## config.mk

```make
export PLATFORM = sky130hd
export DESIGN_NAME = amb_top
export DESIGN_NICKNAME = d
export VERILOG_FILES = /design/src/core/amb_pkg.sv /design/src/core/amb_buf_if.sv /design/src/core/amb_top.sv /design/src/core/amb_buf.sv
export SDC_FILE = /design/constraint.sdc
export NUM_CORES = 1
export LEC_CHECK = 0
export BUFFER_PORTS_ARGS = -buffer_cell sky130_fd_sc_hd__buf_2
export CORE_ASPECT_RATIO = 1.1
export CORE_MARGIN = 3
export CORE_UTILIZATION = 50
export CTS_CLUSTER_SIZE = 8
export DETAILED_ROUTE_END_ITERATION = 6
export GPL_TIMING_DRIVEN = 0
export HOLD_SLACK_MARGIN = 0.05
export PLACE_DENSITY = 0.83
export SLEW_MARGIN = 5
export SYNTH_ARGS = -nofsm -noshare
export SYNTH_HDL_FRONTEND = slang
export SYNTH_SLANG_ARGS = --single-unit
```

## constraint.sdc

```tcl
create_clock -name clk -period 2.3 [get_ports clk]
set_input_delay 0.46 -clock clk [delete_from_list [all_inputs] [get_ports clk]]
set_output_delay 0.46 -clock clk [all_outputs]
set_load 0.005 [all_outputs]
```

## src/core/amb_pkg.sv

```systemverilog
// Shared constants and types of the adapter micro-bus port.
// Assumes one 100 MHz clock and a host that strobes read or write per cycle.
package amb_pkg;
   localparam int DW = 16;
   localparam int SW = 4;
   localparam int AW = 4;
   localparam int BW = 8;
   localparam int BUF_DEPTH = 2;
   localparam int CW = 2;

   // Register and command addresses inside the adapter's block
   localparam logic [AW-1:0] A_DATA = 4'h0;
   localparam logic [AW-1:0] A_CMD = 4'h1;
   localparam logic [AW-1:0] A_STAT = 4'h2;
   localparam logic [AW-1:0] A_CLR = 4'h3;
   localparam logic [AW-1:0] A_DROP = 4'h4;
   localparam logic [AW-1:0] A_INIT = 4'h5;
   localparam logic [AW-1:0] A_EOB = 4'h6;
   localparam logic [AW-1:0] A_LAST = 4'h7;

   // Status word bit positions
   localparam int SB_SRQ = 0;
   localparam int SB_HOLD = 1;
   localparam int SB_RUN = 2;
   localparam int SB_INF = 3;
   localparam int SB_OUTF = 4;
   localparam int SB_EOR = 5;
   localparam int SB_ERR = 6;
   localparam int SB_OVR = 7;

   // Command byte: bit set means output sequence toward the peripheral
   localparam int CMD_OUT_BIT = 0;

   localparam logic [BW-1:0] CMD_RST = 8'h00;
   localparam logic [BW-1:0] BYTE_ZERO = 8'h00;
   localparam logic [DW-1:0] WORD_ZERO = 16'h0000;
   localparam logic [CW-1:0] CNT_ZERO = 2'h0;
   localparam logic [CW-1:0] CNT_ONE = 2'h1;
   localparam logic [CW-1:0] CNT_FULL = 2'h2;

   typedef enum {OP_IDLE, OP_RUN} amb_op_t;
endpackage

```

## src/core/amb_buf_if.sv

```systemverilog
// Carrier between the adapter core and its two-entry output buffer.
// Assumes both ends run on the same clock.
`timescale 1ns/1ps
interface amb_buf_if;
   logic flush;
   logic in_valid;
   logic in_ready;
   logic [amb_pkg::BW-1:0] in_data;
   logic out_valid;
   logic out_ready;
   logic [amb_pkg::BW-1:0] out_data;
   modport store (input flush, input in_valid, input in_data, input out_ready,
      output in_ready, output out_valid, output out_data);
   modport user (output flush, output in_valid, output in_data, output out_ready,
      input in_ready, input out_valid, input out_data);
endinterface

```

## src/core/amb_top.sv

```systemverilog
// Adapter end of the processor micro-bus: select, decode, data buffer, service request.
// Assumes host strobes rd or wr for one cycle per transfer, synchronous to clk.
`timescale 1ns/1ps
module amb_top #(
   parameter logic [amb_pkg::SW-1:0] ADAPTER_ADDR = 4'h0
) (
   input wire logic clk,
   input wire logic rstn,
   input wire logic [amb_pkg::SW-1:0] sel_i,
   input wire logic [amb_pkg::AW-1:0] reg_addr,
   input wire logic rd,
   input wire logic wr,
   input wire logic [amb_pkg::DW-1:0] data_in,
   output logic [amb_pkg::DW-1:0] data_out,
   output logic data_oe,
   output logic srq,
   output logic op_go,
   output logic [amb_pkg::BW-1:0] op_cmd,
   output logic pout_valid,
   input wire logic pout_ready,
   output logic [amb_pkg::BW-1:0] pout_data,
   input wire logic pin_valid,
   output logic pin_ready,
   input wire logic [amb_pkg::BW-1:0] pin_data,
   input wire logic per_eor,
   input wire logic per_chg
);
   amb_buf_if bif ();
   amb_buf u_buf (
      .clk(clk),
      .rstn(rstn),
      .bi(bif.store)
   );

   amb_pkg::amb_op_t op_q, op_d;
   logic [amb_pkg::BW-1:0] cmd_q;
   logic [amb_pkg::BW-1:0] in_q;
   logic in_full_q;
   logic srq_q, hold_q, eor_q, err_q, ovr_q, go_q;

   // Decode
   wire sel_hit = (sel_i == ADAPTER_ADDR);
   wire in_range = (reg_addr <= amb_pkg::A_LAST);
   wire rd_acc = sel_hit & rd & in_range;
   wire wr_acc = sel_hit & wr & in_range;
   wire wr_data = wr_acc & (reg_addr == amb_pkg::A_DATA);
   wire wr_cmd = wr_acc & (reg_addr == amb_pkg::A_CMD);
   wire wr_mclr = wr_acc & (reg_addr == amb_pkg::A_CLR);
   wire wr_drop = wr_acc & (reg_addr == amb_pkg::A_DROP);
   wire wr_init = wr_acc & (reg_addr == amb_pkg::A_INIT);
   wire wr_eob = wr_acc & (reg_addr == amb_pkg::A_EOB);
   wire rd_data = rd_acc & (reg_addr == amb_pkg::A_DATA);
   wire rd_sclr = rd_acc & (reg_addr == amb_pkg::A_CLR);
   wire [amb_pkg::BW-1:0] wbyte = data_in[amb_pkg::BW-1:0];

   wire dir_out = cmd_q[amb_pkg::CMD_OUT_BIT];
   wire run = (op_q == amb_pkg::OP_RUN);
   wire pin_take = pin_valid & pin_ready;
   wire need_data = run & (dir_out ? bif.in_ready : in_full_q);
   wire err_set = wr_eob & ~(eor_q | per_eor);
   wire ovr_set = wr_data & ~bif.in_ready;
   wire stat_evt = per_chg | per_eor | err_set | ovr_set;
   wire served = wr_data | rd_data | wr_drop;
   wire start = wr_cmd | wr_init;

   // Peripheral side stands still while waiting for the host
   assign pin_ready = ~in_full_q & ~hold_q & run & ~dir_out;
   assign pout_valid = bif.out_valid & ~hold_q;
   assign pout_data = bif.out_data;
   assign bif.out_ready = pout_ready & ~hold_q;
   assign bif.in_valid = wr_data;
   assign bif.in_data = wbyte;
   assign bif.flush = wr_mclr;

   assign srq = srq_q;
   assign op_go = go_q;
   assign op_cmd = cmd_q;

   // Read mux of registered state; drivers only while selected and reading
   wire [amb_pkg::DW-1:0] stat_w = {amb_pkg::BYTE_ZERO, ovr_q, err_q, eor_q, ~bif.in_ready,
      in_full_q, run, hold_q, srq_q};
   wire [amb_pkg::DW-1:0] rmux =
      (reg_addr == amb_pkg::A_DATA) ? {amb_pkg::BYTE_ZERO, in_q} :
      (reg_addr == amb_pkg::A_CMD) ? {amb_pkg::BYTE_ZERO, cmd_q} :
      (reg_addr == amb_pkg::A_STAT) ? stat_w : amb_pkg::WORD_ZERO;
   assign data_oe = sel_hit & rd;
   assign data_out = data_oe ? rmux : amb_pkg::WORD_ZERO;

   always_comb begin
      op_d = op_q;
      case (op_q)
         amb_pkg::OP_IDLE: begin
            if (start) begin
               op_d = amb_pkg::OP_RUN;
            end
         end
         amb_pkg::OP_RUN: begin
            if (wr_eob) begin
               op_d = amb_pkg::OP_IDLE;
            end
         end
         default: begin
            op_d = amb_pkg::OP_IDLE;
         end
      endcase
      if (wr_mclr) begin
         op_d = amb_pkg::OP_IDLE;
      end
   end

   always_ff @(posedge clk or negedge rstn) begin
      if (!rstn) begin
         op_q <= amb_pkg::OP_IDLE;
         cmd_q <= amb_pkg::CMD_RST;
         go_q <= 1'b0;
      end else begin
         op_q <= op_d;
         go_q <= start & ~wr_mclr;
         if (wr_mclr) begin
            cmd_q <= amb_pkg::CMD_RST;
         end else if (wr_cmd) begin
            cmd_q <= wbyte;
         end
      end
   end

   // Inbound byte register; the host read empties it
   always_ff @(posedge clk or negedge rstn) begin
      if (!rstn) begin
         in_q <= amb_pkg::BYTE_ZERO;
         in_full_q <= 1'b0;
      end else begin
         if (pin_take) begin
            in_q <= pin_data;
         end
         in_full_q <= ~wr_mclr & (pin_take | (in_full_q & ~rd_data));
      end
   end

   // Event flags: a set in the same cycle as its clear wins, except need_data on srq_q, where served or wr_mclr wins
   always_ff @(posedge clk or negedge rstn) begin
      if (!rstn) begin
         srq_q <= 1'b0;
         hold_q <= 1'b0;
         eor_q <= 1'b0;
         err_q <= 1'b0;
         ovr_q <= 1'b0;
      end else begin
         srq_q <= stat_evt | (need_data & ~served & ~wr_mclr) |
            (srq_q & ~served & ~wr_mclr);
         hold_q <= stat_evt | (hold_q & ~rd_acc & ~wr_acc);
         eor_q <= per_eor | (eor_q & ~start & ~wr_mclr);
         err_q <= err_set | (err_q & ~rd_sclr & ~wr_mclr);
         ovr_q <= ovr_set | (ovr_q & ~rd_sclr & ~wr_mclr);
      end
   end
endmodule

```

## src/core/amb_buf.sv

```systemverilog
// Two-entry byte buffer with valid and ready on both sides.
// Assumes the user side holds data stable while in_valid is high.
`timescale 1ns/1ps
module amb_buf (
   input wire logic clk,
   input wire logic rstn,
   amb_buf_if.store bi
);
   logic [amb_pkg::BW-1:0] mem_q [amb_pkg::BUF_DEPTH];
   logic wp_q;
   logic rp_q;
   logic [amb_pkg::CW-1:0] cnt_q;
   wire push = bi.in_valid & bi.in_ready;
   wire pop = bi.out_valid & bi.out_ready;

   assign bi.in_ready = (cnt_q != amb_pkg::CNT_FULL);
   assign bi.out_valid = (cnt_q != amb_pkg::CNT_ZERO);
   assign bi.out_data = mem_q[rp_q];

   always_ff @(posedge clk or negedge rstn) begin
      if (!rstn) begin
         wp_q <= 1'b0;
         rp_q <= 1'b0;
         cnt_q <= amb_pkg::CNT_ZERO;
      end else if (bi.flush) begin
         wp_q <= 1'b0;
         rp_q <= 1'b0;
         cnt_q <= amb_pkg::CNT_ZERO;
      end else begin
         wp_q <= wp_q ^ push;
         rp_q <= rp_q ^ pop;
         if (push && !pop) begin
            cnt_q <= cnt_q + amb_pkg::CNT_ONE;
         end else if (pop && !push) begin
            cnt_q <= cnt_q - amb_pkg::CNT_ONE;
         end
      end
   end

   // Storage needs no reset; it is only read once counted valid
   always_ff @(posedge clk) begin
      if (push) begin
         mem_q[wp_q] <= bi.in_data;
      end
   end
endmodule

```

==> results of run 1 <==
==> repair_timing <==
action,4_1_cts,5_1_grt
pin swaps,1,0
endpoints found under the setup margin,8,8
hold buffers,0,0
cloned,0,0
resized for setup,0,2
buffers inserted,1,0
==> through the flow <==
step / TNS (ps) / cell area (um2) / std cells
3_5_place_dp: -844 / 2620 / 329
3_3_place_gp: -988 / 2620 / 329
6_report: 0 / 2730 / 336
5_1_grt: -2.76 / 2730 / 336
4_1_cts: 0 / 2730 / 337
2_1_floorplan: 0 / 2270 / 221
==> final timing paths <==
| path | startpoint | endpoint | cells past startpoint | slack, ps |
|---|---|---|---|---|
| min in group clk | data_in[3] | u_buf.mem_q[0][3] | 1 | 360 |
| setup / recovery | reg_addr[2] | data_out[5] | 5 | 60 |
| max in group asynchronous | rstn | op_cmd[5] | 1 | 1710 |
| hold reg to reg | in_q[2] | in_q[2] | 1 | 510 |
| setup reg to reg | op_q[0] | in_q[1] | 4 | 600 |
| hold / removal | rstn | hold_q | 1 | 180 |
==> cells in the mapped netlist, types with 3 or more instances <==
cell type and n:
dfrtp_1 28, o21ai_0 27, nand2_1 21, edfxtp_1 16, mux2_2 16, nor2_1 14, inv_1 10, nor2b_1 10
o22ai_1 9, buf_4 8, clkbuf_1 8, a21oi_1 5, buf_2 4, nand2b_1 3, nand3_1 3, nor4_1 3
==> registers in the layout (all words and copies together) (netlist names) <==
signal       cells
in_full_q        1
op_q             1
ovr_q            1
srq              1
u_buf.rp_q       1
u_buf.wp_q       1
op_cmd           8
eor_q            1
op_go            1
hold_q           1
u_buf.mem_q     16
u_buf.cnt_q      2
in_q             8
err_q            1
==> where the power goes <==
group          switching [mW]  internal (mW)
clock network           0.264          0.322
logic                   0.106          0.104
registers              0.0233          0.844
==> logic make-up (layout without fill, tap and decap cells) <==
logic type,count (synthesis),count (layout)
AOI/OAI and AO/OA,49,49
adders and majority gates,2,2
and+or+nand+nor,70,70
DFF,44,44
xor gates and xnor gates,2,2
other,1,8
muxes,16,16
buffers and inverters,30,93
==> area by class of cell <==
class,instances,share of cell area
plain buffers,18,0.0375
clock buffers,5,0.0252
clock inverters,3,0.0156
inverters,10,0.0137
multi-input cells,147,0.347
flip-flops and latches,44,0.432
well taps,52,0.0238
repair buffers,57,0.105
==> routing by layer <==
layer	vias up	wire length, um	track usage
li1	881	-	-
met1	844	2060	0.244
met2	67	2430	0.313
met3	6	353	0.0501
met4	0	53	0.0575
met5	-	0	0
==> results.txt, run 1 <==
Status -> finished, final reports clean
Adder-cell share of the synthesized area -> 0.0111
Vias in the first global route -> 1,737
Hold Fails Final Rpt -> 0
Filler Cell Count -> 331
Nets@finish -> 325
Min Hold Slack -> 176 ps
Die Y -> 76.3 um
Max Fclk -> 447 MHz
CP max stage delay -> 720 ps
Seq cells post-synth -> 44
Number of diodes -> 0
Sequential-to-total area share from yosys stat -> 0.526
Util after Layout -> 0.659
Max_slew headroom -> 0.576
Synth Area in Compound Gates -> 0.128
Post-synth cell types -> 42
Rows -> 24
Routed length per instance -> 14.6 um
Core area -> 0.00414 mm2
Top-area cell type share of the netlist area -> 0.312
Crit-path cells -> buf_2, or4_1, o21ai_0, nor2_1, buf_2
Yosys warning count -> 0
TritonCTS clock tree -> yes
Cell taking the most area after synthesis -> dfrtp_1
Post-synth EDFFs -> 16
Sink Count -> 44
GRT overflow -> 0
First-pass GRT wire length -> 8280 um
CP delay by family, top -> simple AND/OR/NAND/NOR gates
P&R area growth vs syn -> 21.7%
CP endpoint kind -> output port
Post-synthesis simple-gate area fraction -> 0.179
Synth async-reset ratio -> 0.636
Critical Path Fanout Max -> 12
VDD IR max -> 366 uV
Critical-path top delay cell -> or4_1
WP data arrival -> 1780 ps
Largest net degree at the start of global routing -> 29
P_leak -> 1.27 nW
Ratio of cells with drive above 1 in the final layout -> 0.352
Most used cell along the critical path -> buf_2
IO Count -> 77
Final setup fails -> 0
Most common cell after layout, fill and taps aside -> buf_2
Unrepaired setup endpoints after global routing -> yes
Period utilisation layout -> 0.973
H-tree depth -> 2
CTS Buf Count -> 5
Post-synthesis mux area share -> 0.0803
PD cells -> 608 mW/mm2
Number of buffers added on ports -> 56
Clk_lat worst skew -> 300 ps
Setup ws final -> 63.1 ps
Cells after synthesis -> 214
Fin crit period -> 2240 ps
Die W -> 69.9 um
Post-synth top flop -> dfrtp_1
Routability cong. -> 0.910
Final Skew -> 6.57 ps
Buf/Inv on CP -> 2
CTS max path bufs -> 2
Tightest Pin Transition -> 636 ps
Hpwl dp -> 3760 um
FF/Latch Area -> 0.00118 mm2
XOR/XNOR share of the synthesized area -> 0.00780
DRC -> 0
Initial drt markers -> 147
Die area -> 0.00533 mm2
Max Cap Viol -> 0
Antenna Nets Post-Route -> 0
Total GRT Usage -> 0.190
CP Launch Type -> input port
Hold crit path type -> in2async
Critical path type -> in2out
Wirelength, routed -> 4900 um
Combinational family with the most area after synthesis -> simple AND/OR/NAND/NOR gates
Fin. max-slew vios -> 0
CP Data Required Time -> 1840 ps
CTS clk-pin slew, worst paths -> 80 ps
Clock root cell -> clkbuf_8
Via density -> 5.35
Initial core utilization -> 0.542
Multi-input logic area -> 947 um2
Mapped Area -> 0.00224 mm2
Mean Syn Cell Area -> 10.5 um2
Largest cells by area after synthesis -> dfrtp_1 31%, edfxtp_1 21%, mux2_2 8.0%
Pre-Repair DR Iteration Count -> 4
Pre-CTS WS -> -116 ps
Initial antenna violation count -> 0
Via Count -> 1,798
Total power -> 1.66 mW
Most frequent cells in the layout -> 60 x buf_2, 28 x dfrtp_1, 27 x o21ai_0, 21 x nand2_1
Power figures use the tool's default switching activity.
==> run 2: changes to the inputs <==
- ABC_AREA: unset -> 1
==> run 2 against run 1 <==
Effect of this change:
- largest power group unchanged
- via count increased by 3.2%
- clock-buffer cell count unchanged
- critical endpoint unchanged
- non-clock buffer count decreased by 3
- sequential power decreased by 2.5%
- total power decreased by 4.5%
- cell count increased by 10%
- clock power decreased by 2%
==> results.txt, run 2 <==
Status -> finished, final reports clean
Post-synth top flop -> dfrtp_1
CP Launch Type -> input port
RR Startpoint -> u_buf.cnt_q[0]
FF-to-FF path depth -> 5 (+1)
Yosys warning count -> 0 (unchanged)
Sink Count -> 44 (unchanged)
Filler Cell Count -> 355 (+7.3%)
CTS max path bufs -> 2 (unchanged)
Hold Fails Final Rpt -> 0 (unchanged)
P&R area growth vs syn -> 22.5%
Antenna Nets Post-Route -> 0 (unchanged)
Ratio of cells with drive above 1 in the final layout -> 0.340 (-0.0125)
Setup TNS -> 0 ps (unchanged)
Synth async-reset ratio -> 0.636 (unchanged)
Post-synthesis simple-gate area fraction -> 0.251 (+0.0719)
Cells after synthesis -> 243 (+14%)
Fin. max-slew vios -> 0 (unchanged)
Top cells by count, synth -> 67 x nand2_1, 28 x dfrtp_1, 19 x a21oi_1, 19 x nand3_1, 18 x inv_1
Pre-CTS WS -> 265 ps (+381 ps)
DRC -> 0 (unchanged)
Number of diodes -> 0 (unchanged)
Die W -> 69.7 um (-0.21%)
P_leak -> 1.45 nW (+15%)
IO Count -> 77 (unchanged)
Post-synthesis mux area share -> 0.0403 (-0.0400)
Biggest register -> u_buf.mem_q
Unrepaired setup endpoints after global routing -> no
Max Fclk -> 486 MHz (+8.7%)
FF/Latch Area -> 0.00118 mm2 (unchanged)
Wirelength, routed -> 4640 um (-5.4%)
Reg2reg setup slack -> 790 ps (+190 ps)
Most frequent cells in the layout -> 67 x nand2_1, 60 x buf_2, 28 x dfrtp_1, 19 x nand3_1, 19 x a21oi_1
VDD IR max -> 457 uV (+25%)
Mapped Area -> 0.00223 mm2 (-0.45%)
TritonCTS clock tree -> yes
Nets@finish -> 359 (+10%)
CTS Hold Buffers Added -> 0 (unchanged)
Top-area cell type share of the netlist area -> 0.314 (+0.00140)
Worst flop-to-flop path endpoint -> u_buf.mem_q[0][6]
Final Skew -> 3.89 ps (-2.68 ps)
Core area -> 0.00414 mm2 (unchanged)
CTS Buf Count -> 5 (unchanged)
CP endpoint kind -> output port
Die area -> 0.00531 mm2 (-0.41%)
Cts repair resizes -> 0 (unchanged)
Fin crit period -> 2060 ps (-178 ps)
PD cells -> 580 mW/mm2 (-4.7%)
Post-synth EDFFs -> 16 (unchanged)
Largest net degree at the start of global routing -> 29 (unchanged)
Critical path type -> in2out
Sequential-to-total area share from yosys stat -> 0.529 (+0.00236)
Combinational family with the most area after synthesis -> simple AND/OR/NAND/NOR gates
Vias in the first global route -> 1,822 (+4.9%)
Period utilisation layout -> 0.895 (-0.0776)
Crit-path cells -> buf_2, inv_2, nand2_2, inv_2, nand3_1, inv_2, buf_4, a21oi_1, a21oi_1, buf_2
Most common cell after layout, fill and taps aside -> nand2_1
Max_slew headroom -> 0.572 (-0.00412)
Initial antenna violation count -> 0 (unchanged)
Largest register FFs -> 16 (unchanged)
Placed cells -> 362 (+10%)
CP delay by family, top -> buffers and inverters
Routability cong. -> 0.920 (+1.1%)
Setup ws final -> 242 ps (+178 ps)
Multi-input logic area -> 888 um2 (-6.2%)
Die Y -> 76.1 um (-0.20%)
Post-synth cell types -> 30 (-29%)
Initial core utilization -> 0.539 (-0.00242)
Hpwl dp -> 3710 um (-1.3%)
H-tree depth -> 2 (unchanged)
Rows -> 24 (unchanged)
Adder-cell share of the synthesized area -> 0.0112 (+0.0000499)
Max Cap Viol -> 0 (unchanged)
Initial drt markers -> 67 (-54%)
Cell taking the most area after synthesis -> dfrtp_1
Routed length per instance -> 12.5 um (-14%)
XOR/XNOR share of the synthesized area -> 0 (-0.00780)
Synth Area in Compound Gates -> 0.0812 (-0.0465)
Clock root cell -> clkbuf_8
Via Count -> 1,855 (+3.2%)
CP Data Required Time -> 1840 ps (about the same)
CTS clk-pin slew, worst paths -> 80 ps (about the same)
Largest cells by area after synthesis -> dfrtp_1 31%, edfxtp_1 22%, nand2_1 11%
Number of buffers added on ports -> 60 (+7.1%)
CP max stage delay -> 180 ps (-540 ps)
Pre-Repair DR Iteration Count -> 4 (unchanged)
Hold crit path type -> in2async
Critical-path top delay cell -> buf_4
WP data arrival -> 1600 ps (-180 ps)
Most used cell along the critical path -> inv_2
Tightest Pin Transition -> 642 ps (+6.18 ps)
Total power -> 1.59 mW (-4.5%)
Via density -> 5.01 (-6.3%)
Clk_lat worst skew -> 290 ps (about the same)
Final setup fails -> 0 (unchanged)
Fin cells -> 370 (+10%)
Mean Syn Cell Area -> 9.20 um2 (-12%)
GRT overflow -> 0 (unchanged)
Count leader, synth -> nand2_1
Seq cells post-synth -> 44 (unchanged)
Total GRT Usage -> 0.189 (-0.00101)
First-pass GRT wire length -> 8220 um (-0.76%)
Post-CTS setup buffers -> 0 (-1)
Buf/Inv on CP -> 6 (+4)
Design area -> 0.00274 mm2 (+0.18%)
Critical Path Fanout Max -> 10 (-2)
Placed inst area -> 0.00263 mm2 (+0.38%)
## run 2: cell types whose count changed in the layout (fill, tap and decap cells not counted), moves of 6 or more
| cell | before | now |
|---|---|---|
| nand2_1 | 21 | 67 |
| o21ai_0 | 27 | 10 |
| nand3_1 | 3 | 19 |
| a21oi_1 | 5 | 19 |
| nor2b_1 | 10 | 0 |
| inv_1 | 10 | 18 |
| mux2_2 | 16 | 8 |
| o22ai_1 | 9 | 1 |
| inv_2 | 0 | 6 |
## run 2: how the worst max path moves through the flow
stage,startpoint,endpoint,slack (ps),depth (start not counted)
after CTS,u_buf.rp_q,pout_data[2],240,5
after detailed placement,sel_i[1],data_out[2],260,7
after global placement,reg_addr[3],data_out[5],270,10
after floorplan,reg_addr[2],data_out[5],620,8
final,reg_addr[3],data_out[5],240,10
after global routing,u_buf.rp_q,pout_data[0],60,5
## run 2: where the power goes
group          internal, mW  total (mW)  leakage, nW  switching [mW]
combinational        0.0689       0.168        0.889          0.0990
clock                 0.321       0.575       0.0558           0.254
sequential            0.830       0.845        0.507          0.0145
## run 2: layer usage
metal	vias up	routed length, um	track usage
met2	76	2360	0.328
met3	6	330	0.0369
met4	0	55	0.0536
met5	-	0	0
met1	843	1890	0.238
li1	930	-	-
## run 2: worst reg2reg max path, stage by stage (launching register included)
cell	delay, ps
dfrtp_1	370
inv_1	70
nand2_1	160
nand3_1	120
clkinv_1	90
ha_1	370
## run 2: logic make-up (layout without fill, tap and decap cells)
| group | Yosys count | in the layout |
|---|---|---|
| flip-flops | 44 | 44 |
| buffers and inverters | 38 | 106 |
| AND/OR/NAND/NOR | 116 | 116 |
| multiplexers | 8 | 8 |
| other | 1 | 8 |
| AO/OA/AOI/OAI | 34 | 34 |
| adder cells (fa/ha/maj) | 2 | 2 |
## run 2: layout make-up
class                   count  share of cell area
plain buffers              12              0.0343
clock buffers               5              0.0251
clock inverters             3              0.0155
inverters                  26              0.0356
multi-input cells         168               0.324
flip-flops and latches     44               0.431
well taps                  52              0.0238
repair buffers             60               0.110
## run 2: through the flow
step	util	hold WS [ps]
3_3_place_gp	0.634	484
6_report	0.661	183
2_1_floorplan	-	164
3_5_place_dp	0.634	489
5_1_grt	0.661	228
4_1_cts	0.661	201
